**src/dss_pkg.sv**
```systemverilog
// constants and types shared by the drive step sequencer
package dss_pkg;

  // step table geometry
  localparam int STEP_NUM = 15;
  localparam int DUR_W    = 16;
  localparam int FREQ_W   = 16;
  localparam int PROF_W   = 3;
  localparam int IDX_W    = 4;

  // sequence mode codes
  localparam logic [1:0] MODE_STOP_AFTER = 2'h0;
  localparam logic [1:0] MODE_HOLD_LAST  = 2'h1;
  localparam logic [1:0] MODE_CONTINUOUS = 2'h2;
  localparam logic [1:0] MODE_RESET_VAL  = MODE_CONTINUOUS;

  // resume policy codes
  localparam logic [1:0] RESUME_FIRST    = 2'h0;
  localparam logic [1:0] RESUME_STEP     = 2'h1;
  localparam logic [1:0] RESUME_FREQ     = 2'h2;
  localparam logic [1:0] RESUME_RESET_VAL = RESUME_FIRST;

  // outage retention and duration unit codes
  localparam logic RETAIN_DISCARD = 1'b0;
  localparam logic RETAIN_KEEP    = 1'b1;
  localparam logic UNIT_SECOND    = 1'b0;
  localparam logic UNIT_MINUTE    = 1'b1;

  // durations in tenths of the selected unit
  localparam logic [DUR_W-1:0] DUR_DEFAULT   = 16'h0064;
  localparam logic [DUR_W-1:0] DUR_MAX       = 16'h8CA0;
  localparam logic [DUR_W-1:0] DUR_FIRST_MIN = 16'h0001;
  localparam logic [DUR_W-1:0] DUR_ZERO      = 16'h0000;

  // profile code: bits 2:1 ramp set minus one, bit 0 direction
  localparam int PROF_DIR_BIT = 0;
  localparam int PROF_SET_LSB = 1;
  localparam logic [PROF_W-1:0] PROF_RAMP1_FORWARD = 3'h0;
  localparam logic [PROF_W-1:0] PROF_RAMP4_REVERSE = 3'h7;
  localparam logic DIR_FORWARD = 1'b0;
  localparam logic DIR_REVERSE = 1'b1;

  // step index values
  localparam logic [IDX_W-1:0] IDX_NONE  = 4'h0;
  localparam logic [IDX_W-1:0] IDX_FIRST = 4'h1;

  // timebase
  localparam int CLK_PERIOD_NS    = 10;
  localparam int TENTH_SEC_NS     = 100_000_000;
  localparam int TENTH_SEC_CYCLES = TENTH_SEC_NS / CLK_PERIOD_NS;
  localparam int SEC_PER_MIN      = 60;
  localparam logic [5:0] PRESCALE_LAST = 6'(SEC_PER_MIN - 1);

  typedef enum logic [1:0] {ST_IDLE, ST_RUN, ST_HOLD} dss_state_e;

endpackage : dss_pkg

```
**src/dss_tick_gen.sv**
```systemverilog
// tenth-of-second enable pulse divider with hold and restart
`timescale 1ns/1ps
module dss_tick_gen #(
  parameter int CYCLES = 10
) (
  // clock and reset
  input  wire logic sys_clk,
  input  wire logic rst,
  // control
  input  wire logic enable,
  input  wire logic restart,
  // pulse out
  output logic      tick
);

  localparam int CW = (CYCLES > 1) ? $clog2(CYCLES) : 1;
  localparam logic [CW-1:0] CNT_LAST = CW'(CYCLES - 1);

  logic [CW-1:0] cnt;

  // count holds while disabled so a pause keeps the partial interval
  always_ff @(posedge sys_clk or posedge rst) begin
    if (rst) begin
      cnt  <= '0;
      tick <= 1'b0;
    end else if (restart) begin
      cnt  <= '0;
      tick <= 1'b0;
    end else if (enable) begin
      tick <= (cnt == CNT_LAST);
      cnt  <= (cnt == CNT_LAST) ? '0 : cnt + CW'(1);
    end else begin
      tick <= 1'b0;
    end
  end

endmodule : dss_tick_gen

```
**src/dss_sequencer.sv**
```systemverilog
// drive step sequencer: timed steps, cycle modes, resume and retention
`timescale 1ns/1ps
// Notes on behaviour
// - mode 0 stop, 1 hold, 2 continuous
// - mode 0: stop after cycle, await run
// - mode 1: hold last step frequency, direction
// - mode 2: wrap until stop, fault, outage
// - policy 0: interruption restarts at first step
// - policy 1: resume step for remaining time
// - policy 2: also restart at stored frequency
// - retention 0: discard state on power loss
// - retention 1: keep state, resume per policy
// - unit seconds or minutes; ramps stay seconds
// - fifteen durations, 0 to 3600, first 0.1
// - zero duration step is skipped
// - profile picks ramp set and direction
// - index status shows current step
// - elapsed status shows current step time
// - clear zeroes index, elapsed; self-returns
module dss_sequencer
  import dss_pkg::*;
#(
  parameter int TENTH_CYCLES = TENTH_SEC_CYCLES
) (
  // clock and reset
  input  wire logic                              sys_clk,
  input  wire logic                              rst,
  // configuration
  input  wire logic [1:0]                        sequence_mode_select,
  input  wire logic [1:0]                        resume_policy,
  input  wire logic                              outage_retention,
  input  wire logic                              duration_unit,
  input  wire logic [STEP_NUM-1:0][DUR_W-1:0]    step_duration,
  input  wire logic [STEP_NUM-1:0][PROF_W-1:0]   step_profile,
  input  wire logic [STEP_NUM-1:0][FREQ_W-1:0]   step_freq,
  input  wire logic                              history_clear,
  // terminal and supervisor pins
  input  wire logic                              run_cmd,
  input  wire logic                              stop_cmd,
  input  wire logic                              pause_req,
  input  wire logic                              seq_reset_req,
  input  wire logic                              fault,
  input  wire logic                              power_fail,
  // from ramp generator
  input  wire logic [FREQ_W-1:0]                 running_freq,
  // to ramp generator
  output logic                                   run_enable,
  output logic [FREQ_W-1:0]                      target_freq,
  output logic [1:0]                             ramp_set,
  output logic                                   direction,
  output logic                                   stop_pulse,
  // status
  output logic [IDX_W-1:0]                       active_step_index,
  output logic [DUR_W-1:0]                       active_step_elapsed,
  output logic                                   history_clear_busy,
  output logic                                   cycle_done
);

  // two-stage synchronisers for pins, third stage for edges
  logic [5:0] pin_meta;
  logic [5:0] pin_sync;
  logic [5:0] pin_prev;

  always_ff @(posedge sys_clk or posedge rst) begin
    if (rst) begin
      pin_meta <= '0;
      pin_sync <= '0;
      pin_prev <= '0;
    end else begin
      pin_meta <= {power_fail, fault, seq_reset_req, pause_req,
                   stop_cmd, run_cmd};
      pin_sync <= pin_meta;
      pin_prev <= pin_sync;
    end
  end

  logic run_rise;
  logic stop_rise;
  logic paused;
  logic reset_rise;
  logic fault_lvl;
  logic power_lvl;
  logic power_rise;

  assign run_rise   = pin_sync[0] & ~pin_prev[0];
  assign stop_rise  = pin_sync[1] & ~pin_prev[1];
  assign paused     = pin_sync[2];
  assign reset_rise = pin_sync[3] & ~pin_prev[3];
  assign fault_lvl  = pin_sync[4];
  assign power_lvl  = pin_sync[5];
  assign power_rise = pin_sync[5] & ~pin_prev[5];

  // clamped duration of a step, index 1..15; first step never zero
  function automatic logic [DUR_W-1:0] dur_of(input logic [IDX_W-1:0] i);
    logic [DUR_W-1:0] d;
    d = DUR_ZERO;
    if (i != IDX_NONE) begin
      d = step_duration[i - IDX_FIRST];
    end
    if (d > DUR_MAX) begin
      d = DUR_MAX;
    end
    if (i == IDX_FIRST && d < DUR_FIRST_MIN) begin
      d = DUR_FIRST_MIN;
    end
    return d;
  endfunction : dur_of

  // first step at or after from with nonzero duration, zero if none
  function automatic logic [IDX_W-1:0] next_step(input logic [4:0] from);
    logic [IDX_W-1:0] r;
    r = IDX_NONE;
    for (int k = STEP_NUM; k >= 1; k--) begin
      if (5'(k) >= from && dur_of(IDX_W'(k)) != DUR_ZERO) begin
        r = IDX_W'(k);
      end
    end
    return r;
  endfunction : next_step

  dss_state_e       state;
  logic [IDX_W-1:0] idx;
  logic [DUR_W-1:0] elapsed;
  logic             freq_override;
  logic [5:0]       prescale;
  logic             step_load;
  logic             tenth_tick;
  logic             clear_seen;

  logic             ctx_valid;
  logic [IDX_W-1:0] ctx_idx;
  logic [DUR_W-1:0] ctx_elapsed;
  logic [FREQ_W-1:0] ctx_freq;

  // event priority: outage, halt, reset, clear, run, timing
  logic ev_power;
  logic ev_halt;
  logic ev_reset;
  logic ev_clear;
  logic ev_run;
  logic counting;
  logic unit_tick;
  logic step_end;
  logic cycle_end;
  logic [IDX_W-1:0] first_idx;
  logic [IDX_W-1:0] follow_idx;
  logic resume_ctx;

  assign ev_power = power_rise;
  assign ev_halt  = ~ev_power & (state != ST_IDLE)
                  & (fault_lvl | stop_rise);
  assign ev_reset = ~ev_power & ~ev_halt & reset_rise;
  assign ev_clear = ~ev_power & ~ev_halt & ~ev_reset & history_clear;
  assign ev_run   = ~ev_power & ~ev_halt & ~ev_reset & ~ev_clear
                  & run_rise & (state == ST_IDLE) & ~power_lvl
                  & ~fault_lvl;

  assign counting = (state == ST_RUN) & ~paused & (idx != IDX_NONE);
  assign unit_tick = tenth_tick & counting
                   & (duration_unit == UNIT_SECOND
                      | prescale == PRESCALE_LAST);

  assign first_idx  = next_step(5'(IDX_FIRST));
  assign follow_idx = next_step({1'b0, idx} + 5'h01);
  assign step_end   = unit_tick
                    & ({1'b0, elapsed} + 17'h0_0001 >= {1'b0, dur_of(idx)});
  assign cycle_end  = step_end & (follow_idx == IDX_NONE);
  assign resume_ctx = ctx_valid & (resume_policy != RESUME_FIRST);

  dss_tick_gen #(
    .CYCLES (TENTH_CYCLES)
  ) u_tick (
    .sys_clk (sys_clk),
    .rst     (rst),
    .enable  (counting),
    .restart (step_load),
    .tick    (tenth_tick)
  );

  // tenth-of-minute prescaler in minute mode
  always_ff @(posedge sys_clk or posedge rst) begin
    if (rst) begin
      prescale <= '0;
    end else if (step_load) begin
      prescale <= '0;
    end else if (tenth_tick & counting) begin
      prescale <= (prescale == PRESCALE_LAST) ? '0 : prescale + 6'h01;
    end
  end

  // sequencing: state, step index and elapsed time
  always_ff @(posedge sys_clk or posedge rst) begin
    if (rst) begin
      state         <= ST_IDLE;
      idx           <= IDX_NONE;
      elapsed       <= '0;
      freq_override <= 1'b0;
      step_load     <= 1'b0;
      stop_pulse    <= 1'b0;
    end else begin
      step_load  <= 1'b0;
      stop_pulse <= 1'b0;
      if (ev_power) begin
        state <= ST_IDLE;
        if (outage_retention == RETAIN_DISCARD) begin
          idx     <= IDX_NONE;
          elapsed <= '0;
        end
      end else if (ev_halt) begin
        state <= ST_IDLE;
      end else if (ev_reset | ev_clear) begin
        idx           <= IDX_NONE;
        elapsed       <= '0;
        freq_override <= 1'b0;
        if (ev_reset & state == ST_HOLD) begin
          state <= ST_RUN;
        end
      end else if (ev_run) begin
        state     <= ST_RUN;
        step_load <= 1'b1;
        if (resume_ctx) begin
          idx           <= ctx_idx;
          elapsed       <= ctx_elapsed;
          freq_override <= (resume_policy == RESUME_FREQ);
        end else begin
          idx           <= first_idx;
          elapsed       <= '0;
          freq_override <= 1'b0;
        end
      end else if (state == ST_RUN) begin
        if (idx == IDX_NONE) begin
          idx       <= first_idx;
          elapsed   <= '0;
          step_load <= 1'b1;
        end else if (step_end) begin
          freq_override <= 1'b0;
          step_load     <= 1'b1;
          elapsed       <= '0;
          if (!cycle_end) begin
            idx <= follow_idx;
          end else begin
            case (sequence_mode_select)
              MODE_STOP_AFTER: begin
                state      <= ST_IDLE;
                stop_pulse <= 1'b1;
                elapsed    <= elapsed;
              end
              MODE_HOLD_LAST: begin
                state   <= ST_HOLD;
                elapsed <= elapsed;
              end
              default: begin
                idx <= first_idx;
              end
            endcase
          end
        end else if (unit_tick) begin
          elapsed <= elapsed + 16'h0001;
        end
      end
    end
  end

  // saved context for resume after stop, fault or outage
  always_ff @(posedge sys_clk or posedge rst) begin
    if (rst) begin
      ctx_valid   <= 1'b0;
      ctx_idx     <= IDX_NONE;
      ctx_elapsed <= '0;
      ctx_freq    <= '0;
    end else if (ev_power) begin
      if (outage_retention == RETAIN_KEEP) begin
        if (state == ST_RUN && idx != IDX_NONE) begin
          ctx_valid   <= 1'b1;
          ctx_idx     <= idx;
          ctx_elapsed <= elapsed;
          ctx_freq    <= running_freq;
        end
      end else begin
        ctx_valid <= 1'b0;
      end
    end else if (ev_halt) begin
      ctx_valid   <= (state == ST_RUN) & (idx != IDX_NONE);
      ctx_idx     <= idx;
      ctx_elapsed <= elapsed;
      ctx_freq    <= running_freq;
    end else if (ev_reset | ev_clear | ev_run | cycle_end) begin
      ctx_valid <= 1'b0;
    end
  end

  // drive commands to the ramp generator
  always_ff @(posedge sys_clk or posedge rst) begin
    if (rst) begin
      run_enable  <= 1'b0;
      target_freq <= '0;
      ramp_set    <= '0;
      direction   <= DIR_FORWARD;
    end else begin
      run_enable <= (state != ST_IDLE);
      if (idx != IDX_NONE) begin
        target_freq <= freq_override ? ctx_freq
                                     : step_freq[idx - IDX_FIRST];
        ramp_set    <= step_profile[idx - IDX_FIRST][PROF_SET_LSB +: 2];
        direction   <= step_profile[idx - IDX_FIRST][PROF_DIR_BIT];
      end
    end
  end

  // status outputs and self-returning clear flag
  always_ff @(posedge sys_clk or posedge rst) begin
    if (rst) begin
      active_step_index   <= IDX_NONE;
      active_step_elapsed <= '0;
      history_clear_busy  <= 1'b0;
      clear_seen          <= 1'b0;
      cycle_done          <= 1'b0;
    end else begin
      active_step_index   <= idx;
      active_step_elapsed <= elapsed;
      // busy lines up with the zeroed status, one edge after idx clears
      clear_seen          <= ev_clear;
      history_clear_busy  <= clear_seen;
      if (cycle_end & sequence_mode_select != MODE_CONTINUOUS) begin
        cycle_done <= 1'b1;
      end else if (ev_run | ev_reset | ev_clear) begin
        cycle_done <= 1'b0;
      end
    end
  end

endmodule : dss_sequencer

```
**config.mk**
```make
export PLATFORM = sky130hd
export DESIGN_NAME = dss_sequencer
export DESIGN_NICKNAME = d
export VERILOG_FILES = /design/src/dss_pkg.sv /design/src/dss_tick_gen.sv /design/src/dss_sequencer.sv
export SDC_FILE = /design/constraint.sdc
export NUM_CORES = 1
export LEC_CHECK = 0
export BUFFER_PORTS_ARGS = -buffer_cell sky130_fd_sc_hd__buf_4
export CAP_MARGIN = 40
export CORE_AREA = 2 2 232 234
export DETAILED_ROUTE_END_ITERATION = 16
export DIE_AREA = 0 0 234 236
export PLACE_DENSITY = 0.5
export REMOVE_ABC_BUFFERS = 1
export SKIP_CTS_REPAIR_TIMING = 1
export SLEW_MARGIN = 20
export SYNTH_ARGS = -nofsm -noshare
export SYNTH_HDL_FRONTEND = slang
export SYNTH_SLANG_ARGS = --single-unit
```
**constraint.sdc**
```tcl
create_clock -name sys_clk -period 8.6 [get_ports sys_clk]
set_clock_uncertainty 0.2 [all_clocks]
set_input_delay 0.43 -clock sys_clk [delete_from_list [all_inputs] [get_ports sys_clk]]
set_output_delay 0.43 -clock sys_clk [all_outputs]
set_load 0.02 [all_outputs]
```
==> metrics.yaml, run 1 <==
yosys_warnings: 0
power.density_nw_per_um2: 230
port_buffers: 598
finalSetupTns_ns: 0
finish.utilization: 0.347
critPathMaxFanout: 52
min_delay_path_depth: 2
grt_first_pass_wirelength_um: 106000
timing.fmax_mhz: 144
r2r.worst_path.cells: 22
hp-class: "primary input to register"
drive_gt1_frac: 0.475
p_sw_uw: 1850
ant_nets: 0
fin_crit_ns: 6.95
grt_max_degree: 81
endpoint_kind: "register"
maxCapViolCount: 0
relSlewSlack: 0.465
slew_violations: 0
drc: 0
p_clk_frac: 0.181
netlist_area_um2: 12300
nNetsFinal: 2372
synth-edff-count: 0
period_share: 0.808
worstSkewPairLatency_ns: 0.45
p_int_uw: 2390
swShare: 0.436
dieHeight_um: 236
grt_pass1_vias: 13800
vias_per_cell: 5.42
place.gp.congestion: 0.986
core_um2: 53100
finalSetupViolations: 0
min_delay_worst_endpoint: "ctx_freq[12]$_DFFE_PP0P_"
nFillCells: 5437
avgSynthCellArea_um2: 10.1
io_pins: 599
synth_flop_cell: "dfrtp_1"
rrSetupSlack_ns: 1.65
comb_power_share: 0.605
pre_cts_ws_ns: 1.57
p_leak_uw: 0.00812
fin_total_pwr_uw: 4240
antenna_found_initial: 24
grtUsageTotal: 0.276
die_w_um: 234
cts_buffers: 17
worst_pin_slew_ns: 0.796
hpwl_um: 66600
crit_type: "register to register"
seq_area_frac_synth: 0.309
syn_inst: 1220
die_area_um2: 55200
via_count: 13600
start_util: 0.232
cts_max_path_buffers: 2
rr_startpoint: "idx[0]$_DFFE_PP0P_"
whs_ns: 0.0139
status: "completed"
seqPwrFrac: 0.214
critical_path_required_ns: 8.74
layout_common_cells: "buf_4, dfrtp_1, nand2_1"
cts-root-buf: "clkbuf_16"
detail_route.wl_per_cell_um: 30.8
peakVddDrop_mv: 0.142
layout_setup_ws_ns: 1.65
rsz0062_at_grt: "false"
async_flop_share: 1.00
cts_max_level: 4
drt-initial-drc-count: 1041
hold_viol: 0
cts_tree: "yes"
syn2layout_area_growth_pct: 49.6
final_common_cell: "buf_4"
cts.sinks: 152
wirelength_um: 77400
start_kind: "register"
multiInputGateArea_um2: 8100
yosysUniqueCellTypes: 68
crit_arrival_ns: 7.09
grt_overflow: 0
clk_pin_slew_ns: 0.07
synth_seq_cells: 152
min_from: "running_freq[12]"
row_count: 85
r2r-end: "idx[2]$_DFFE_PP0P_"
firstDrtPassIters: 5
ff_latch_area_um2: 3810
[through the flow]
stage	area, um^2	instances
4_1_cts	18200	2485
5_1_grt	18400	2515
3_3_place_gp	17500	2447
2_1_floorplan	11900	1134
6_report	18400	2516
3_5_place_dp	17600	2453
[final cells by class]
| cell class | instances | area share |
|---|---|---|
| well taps | 696 | 0.0473 |
| clock buffers | 19 | 0.0246 |
| clock inverters | 13 | 0.00721 |
| inverters | 17 | 0.00374 |
| multi-input cells | 965 | 0.440 |
| flip-flops and latches | 152 | 0.207 |
| diodes | 15 | 0.00204 |
| repair buffers | 639 | 0.268 |
[power groups by stage]
stage,Combinational [uW],Sequential [uW],Clock (uW)
2_1_floorplan,1600,1030,0
6_report,2570,906,766
5_1_grt,2740,922,813
4_1_cts,2540,907,787
3_3_place_gp,2510,917,0
3_5_place_dp,2540,920,0
[routing by layer]
metal | up-vias | part of all wire | GRT usage
met5 | - | 0.00017 | 0
met4 | 2 | 0.056 | 0.149
met3 | 119 | 0.060 | 0.0475
met2 | 656 | 0.49 | 0.453
met1 | 6952 | 0.40 | 0.342
li1 | 5917 | - | -
[how the worst max path moves through the flow]
stage	startpoint	endpoint	slack [ns]	depth (start not counted)
floorplan	idx[0]$_DFFE_PP0P_	elapsed[0]$_DFFE_PP0P_	-7.20	18
global placement	idx[0]$_DFFE_PP0P_	idx[2]$_DFFE_PP0P_	1.62	22
detailed placement	idx[0]$_DFFE_PP0P_	idx[3]$_DFFE_PP0P_	1.57	22
CTS	idx[0]$_DFFE_PP0P_	idx[2]$_DFFE_PP0P_	1.56	22
global route	idx[0]$_DFFE_PP0P_	elapsed[3]$_DFFE_PP0P_	1.23	20
finish	idx[0]$_DFFE_PP0P_	idx[2]$_DFFE_PP0P_	1.65	22
[kinds of logic after synthesis]
family          synth area share
buf+inv                   0.0369
compound gates             0.122
flops                      0.309
mux                        0.289
fa+ha+maj                 0.0244
xor+xnor                  0.0270
simple gates               0.191
[critical path: stages (launching register included)]
cell,delay [ns]
dfrtp_4,0.64
inv_1,0.07
buf_4,0.24
ha_4,0.54
buf_4,0.69
mux2i_1,0.20
nor2_1,0.13
a21oi_1,0.06
o21ai_0,0.18
a21oi_1,0.14
a2111o_1,0.43
o31a_1,0.41
and2_1,0.23
ha_1,0.29
nand2_1,0.07
or4_1,0.55
nor3_1,0.22
o31a_1,0.15
a31oi_1,0.04
buf_4,0.24
or3_4,0.45
o221ai_4,0.24
mux2_2,0.37
[flip-flops by register name (all words and copies together), names as in the netlist, 6 cells and up]
name,count
active_step_elapsed,16
elapsed,16
pin_meta,6
ctx_freq,16
target_freq,16
prescale,6
u_tick.cnt,24
ctx_elapsed,16
pin_sync,6
[synthesized netlist by cell type (5+ instances only)]
master,instances,area [um^2]
dfrtp_1,152,3800
nand2_1,138,518
mux4_2,109,2450
nor2_1,108,405
a21oi_1,65,325
mux2_2,64,721
nor4_1,64,400
o21ai_0,44,220
nand3_1,38,190
clkbuf_1,37,139
mux2i_1,35,350
buf_2,33,165
nand4_1,33,206
ha_1,24,300
xor2_1,23,201
nor3_1,19,95.1
a211oi_1,18,135
inv_1,17,63.8
a311oi_1,16,140
a32o_1,14,140
nand2b_1,13,81.3
xnor2_1,13,114
a221oi_1,12,105
and2_1,11,68.8
and3_1,9,56.3
buf_1,9,33.8
buf_4,7,52.6
o211ai_1,7,52.6
or3_1,7,43.8
and4_1,6,52.6
nor2b_1,6,37.5
o31a_1,5,43.8
Note: power is estimated with default switching activity, not from simulation.
==> inputs of run 2 (changes only) <==
==> constraint.sdc (replaced) <==
create_clock -name sys_clk -period 6.9 [get_ports sys_clk]
set_clock_uncertainty 0.2 [all_clocks]
set_input_delay 0.345 -clock sys_clk [delete_from_list [all_inputs] [get_ports sys_clk]]
set_output_delay 0.345 -clock sys_clk [all_outputs]
set_load 0.02 [all_outputs]
==> run 2 against run 1 <==
First-iteration DRC count up 7.3%; clock-buffer cell count unchanged; power up 24%; largest power group unchanged; register-to-register slack worse by 1.2 ns; largest cell class unchanged; routed wire length up 1.1%; combinational power up 25%; via count about the same; sequential cell count unchanged; core utilization up 0.18 points; design area up 0.52%.
==> metrics.yaml, run 2 (synthesis results as in run 1) <==
hp-class: "primary input to register"  # unchanged
syn2layout_area_growth_pct: 50.3  # was 49.6%
final_common_cell: "buf_4"  # unchanged
whs_ns: 0.0205  # was 0.0139 ns
multiInputGateArea_um2: 8100  # unchanged
hold_viol: 0  # unchanged
worst_pin_slew_ns: 0.928  # was 0.796 ns
die_area_um2: 55200  # unchanged
place.gp.congestion: 0.988  # was 0.986
relSlewSlack: 0.382  # was 0.465
layout_setup_ws_ns: 0.436  # was 1.65 ns
endpoint_kind: "register"  # unchanged
maxCapViolCount: 0  # unchanged
ant_nets: 0  # unchanged
ff_latch_area_um2: 3810  # unchanged
p_leak_uw: 0.00816  # was 0.00812 uW
clk_pin_slew_ns: 0.08  # was 0.07 ns
finalSetupViolations: 0  # unchanged
crit_arrival_ns: 6.59  # was 7.09 ns
pre_cts_ws_ns: 0.529  # was 1.57 ns
cts-root-buf: "clkbuf_16"  # unchanged
period_share: 0.937  # was 0.808
timing.fmax_mhz: 155  # was 144 MHz
detail_route.wl_per_cell_um: 30.8  # about the same
layout_common_cells: "buf_4, dfrtp_1, nand2_1"  # unchanged
grt_max_degree: 105  # was 81
cts_max_level: 4  # unchanged
firstDrtPassIters: 7  # was 5
drc: 0  # unchanged
nNetsFinal: 2390  # was 2372
status: "completed"  # unchanged
critical_path_required_ns: 7.02  # was 8.74 ns
port_buffers: 598  # unchanged
slew_violations: 0  # unchanged
hpwl_um: 67600  # was 66600 um
largest_register_ffs: 24  # unchanged
start_kind: "register"  # unchanged
fin_crit_ns: 6.46  # was 6.95 ns
vias_per_cell: 5.38  # was 5.42
row_count: 85  # unchanged
start_util: 0.232  # unchanged
die_w_um: 234  # unchanged
grt_pass1_vias: 13800  # about the same
antenna_found_initial: 33  # was 24
cts_tree: "yes"  # unchanged
via_count: 13600  # about the same
cts_buffers: 17  # unchanged
power.density_nw_per_um2: 285  # was 230 nW/um^2
critPathMaxFanout: 26  # was 52
crit_type: "register to register"  # unchanged
grtUsageTotal: 0.278  # was 0.276
dieHeight_um: 236  # unchanged
rsz0062_at_grt: "false"  # unchanged
drt-initial-drc-count: 1117  # was 1041
cts.sinks: 152  # unchanged
grt_first_pass_wirelength_um: 107000  # was 106000 um
io_pins: 599  # unchanged
nFillCells: 5443  # was 5437
peakVddDrop_mv: 0.156  # was 0.142 mV
wirelength_um: 78200  # was 77400 um
core_um2: 53100  # unchanged
top_register: "u_tick.cnt"  # unchanged
worstSkewPairLatency_ns: 0.45  # about the same
drive_gt1_frac: 0.471  # was 0.475
cts_max_path_buffers: 2  # unchanged
grt_overflow: 0  # unchanged
-- run 2: cell types whose count changed in the layout (fill, tap and decap cells not counted) --
| cell | previous run | this run |
|---|---|---|
| clkinv_2 | 0 | 1 |
| buf_8 | 2 | 0 |
| diode_2 | 15 | 19 |
| buf_12 | 1 | 3 |
| clkbuf_8 | 2 | 1 |
| buf_16 | 4 | 0 |
| dlygate4sd3_1 | 10 | 25 |
| clkbuf_1 | 0 | 1 |
| inv_6 | 6 | 4 |
| buf_4 | 617 | 626 |
| clkbuf_2 | 2 | 0 |
-- run 2: through the flow --
stage,cells,total power (uW),TNS (ns),cell area (um^2),util
6_report,2537,5260,0,18500,0.348
5_1_grt,2533,5550,0,18500,0.348
4_1_cts,2493,5260,0,18200,0.343
3_5_place_dp,2462,4320,0,17600,0.332
3_3_place_gp,2458,4280,0,17600,0.332
2_1_floorplan,1134,3280,-474.97,11900,-
-- run 2: power by group --
part / switching (uW) / internal (uW)
sequential: 110 / 1030
combinational: 1770 / 1430
clock: 416 / 510
total: 2290 / 2970
-- run 2: path summary, 6_finish.rpt --
| path | from | slack [ns] | to | depth (start not counted) |
|---|---|---|---|---|
| min in group asynchronous | rst | 0.37 | target_freq[9]$_DFFE_PP0N_ | 3 |
| setup reg to reg | idx[0]$_DFFE_PP0P_ | 0.44 | idx[3]$_DFFE_PP0P_ | 21 |
| hold / removal | resume_policy[0] | 0.02 | freq_override$_DFFE_PP0P_ | 3 |
| setup / recovery | idx[0]$_DFFE_PP0P_ | 0.44 | idx[3]$_DFFE_PP0P_ | 21 |
| hold reg to reg | pin_meta[3]$_DFF_PP0_ | 0.15 | pin_sync[3]$_DFF_PP0_ | 0 |
| max in group asynchronous | rst | 5.01 | idx[0]$_DFFE_PP0P_ | 4 |
-- run 2: critical path, stage by stage, from the launching register on --
cell and delay, ns:
dfrtp_4 0.61, inv_1 0.14, ha_4 0.54, buf_12 0.23
buf_4 0.24, mux4_2 0.37, mux4_2 0.49, nand2_1 0.16
nor3_1 0.06, o21bai_1 0.17, o31a_1 0.40, nand3_1 0.16
ha_1 0.30, nand2_1 0.06, or4_1 0.51, nor3_1 0.21
o31a_1 0.15, a31oi_1 0.05, buf_4 0.22, or3_4 0.43
o221ai_4 0.24, mux2_2 0.37
-- run 2: area by class of cell --
type	instances	area share
inverter	17	0.00372
antenna	19	0.00257
tap	696	0.0471
timing repair buffer	657	0.272
sequential	152	0.206
clock buffer	19	0.0240
clock inverter	12	0.00650
multi-input combinational	965	0.438
-- run 2: metal layers --
layer / GRT usage / vias to the layer above / part of all wire
met1: 0.347 / 6958 / 0.40
met3: 0.0525 / 105 / 0.062
li1: - / 5945 / -
met2: 0.457 / 635 / 0.49
met5: 0 / - / 0.00036
met4: 0.140 / 4 / 0.046
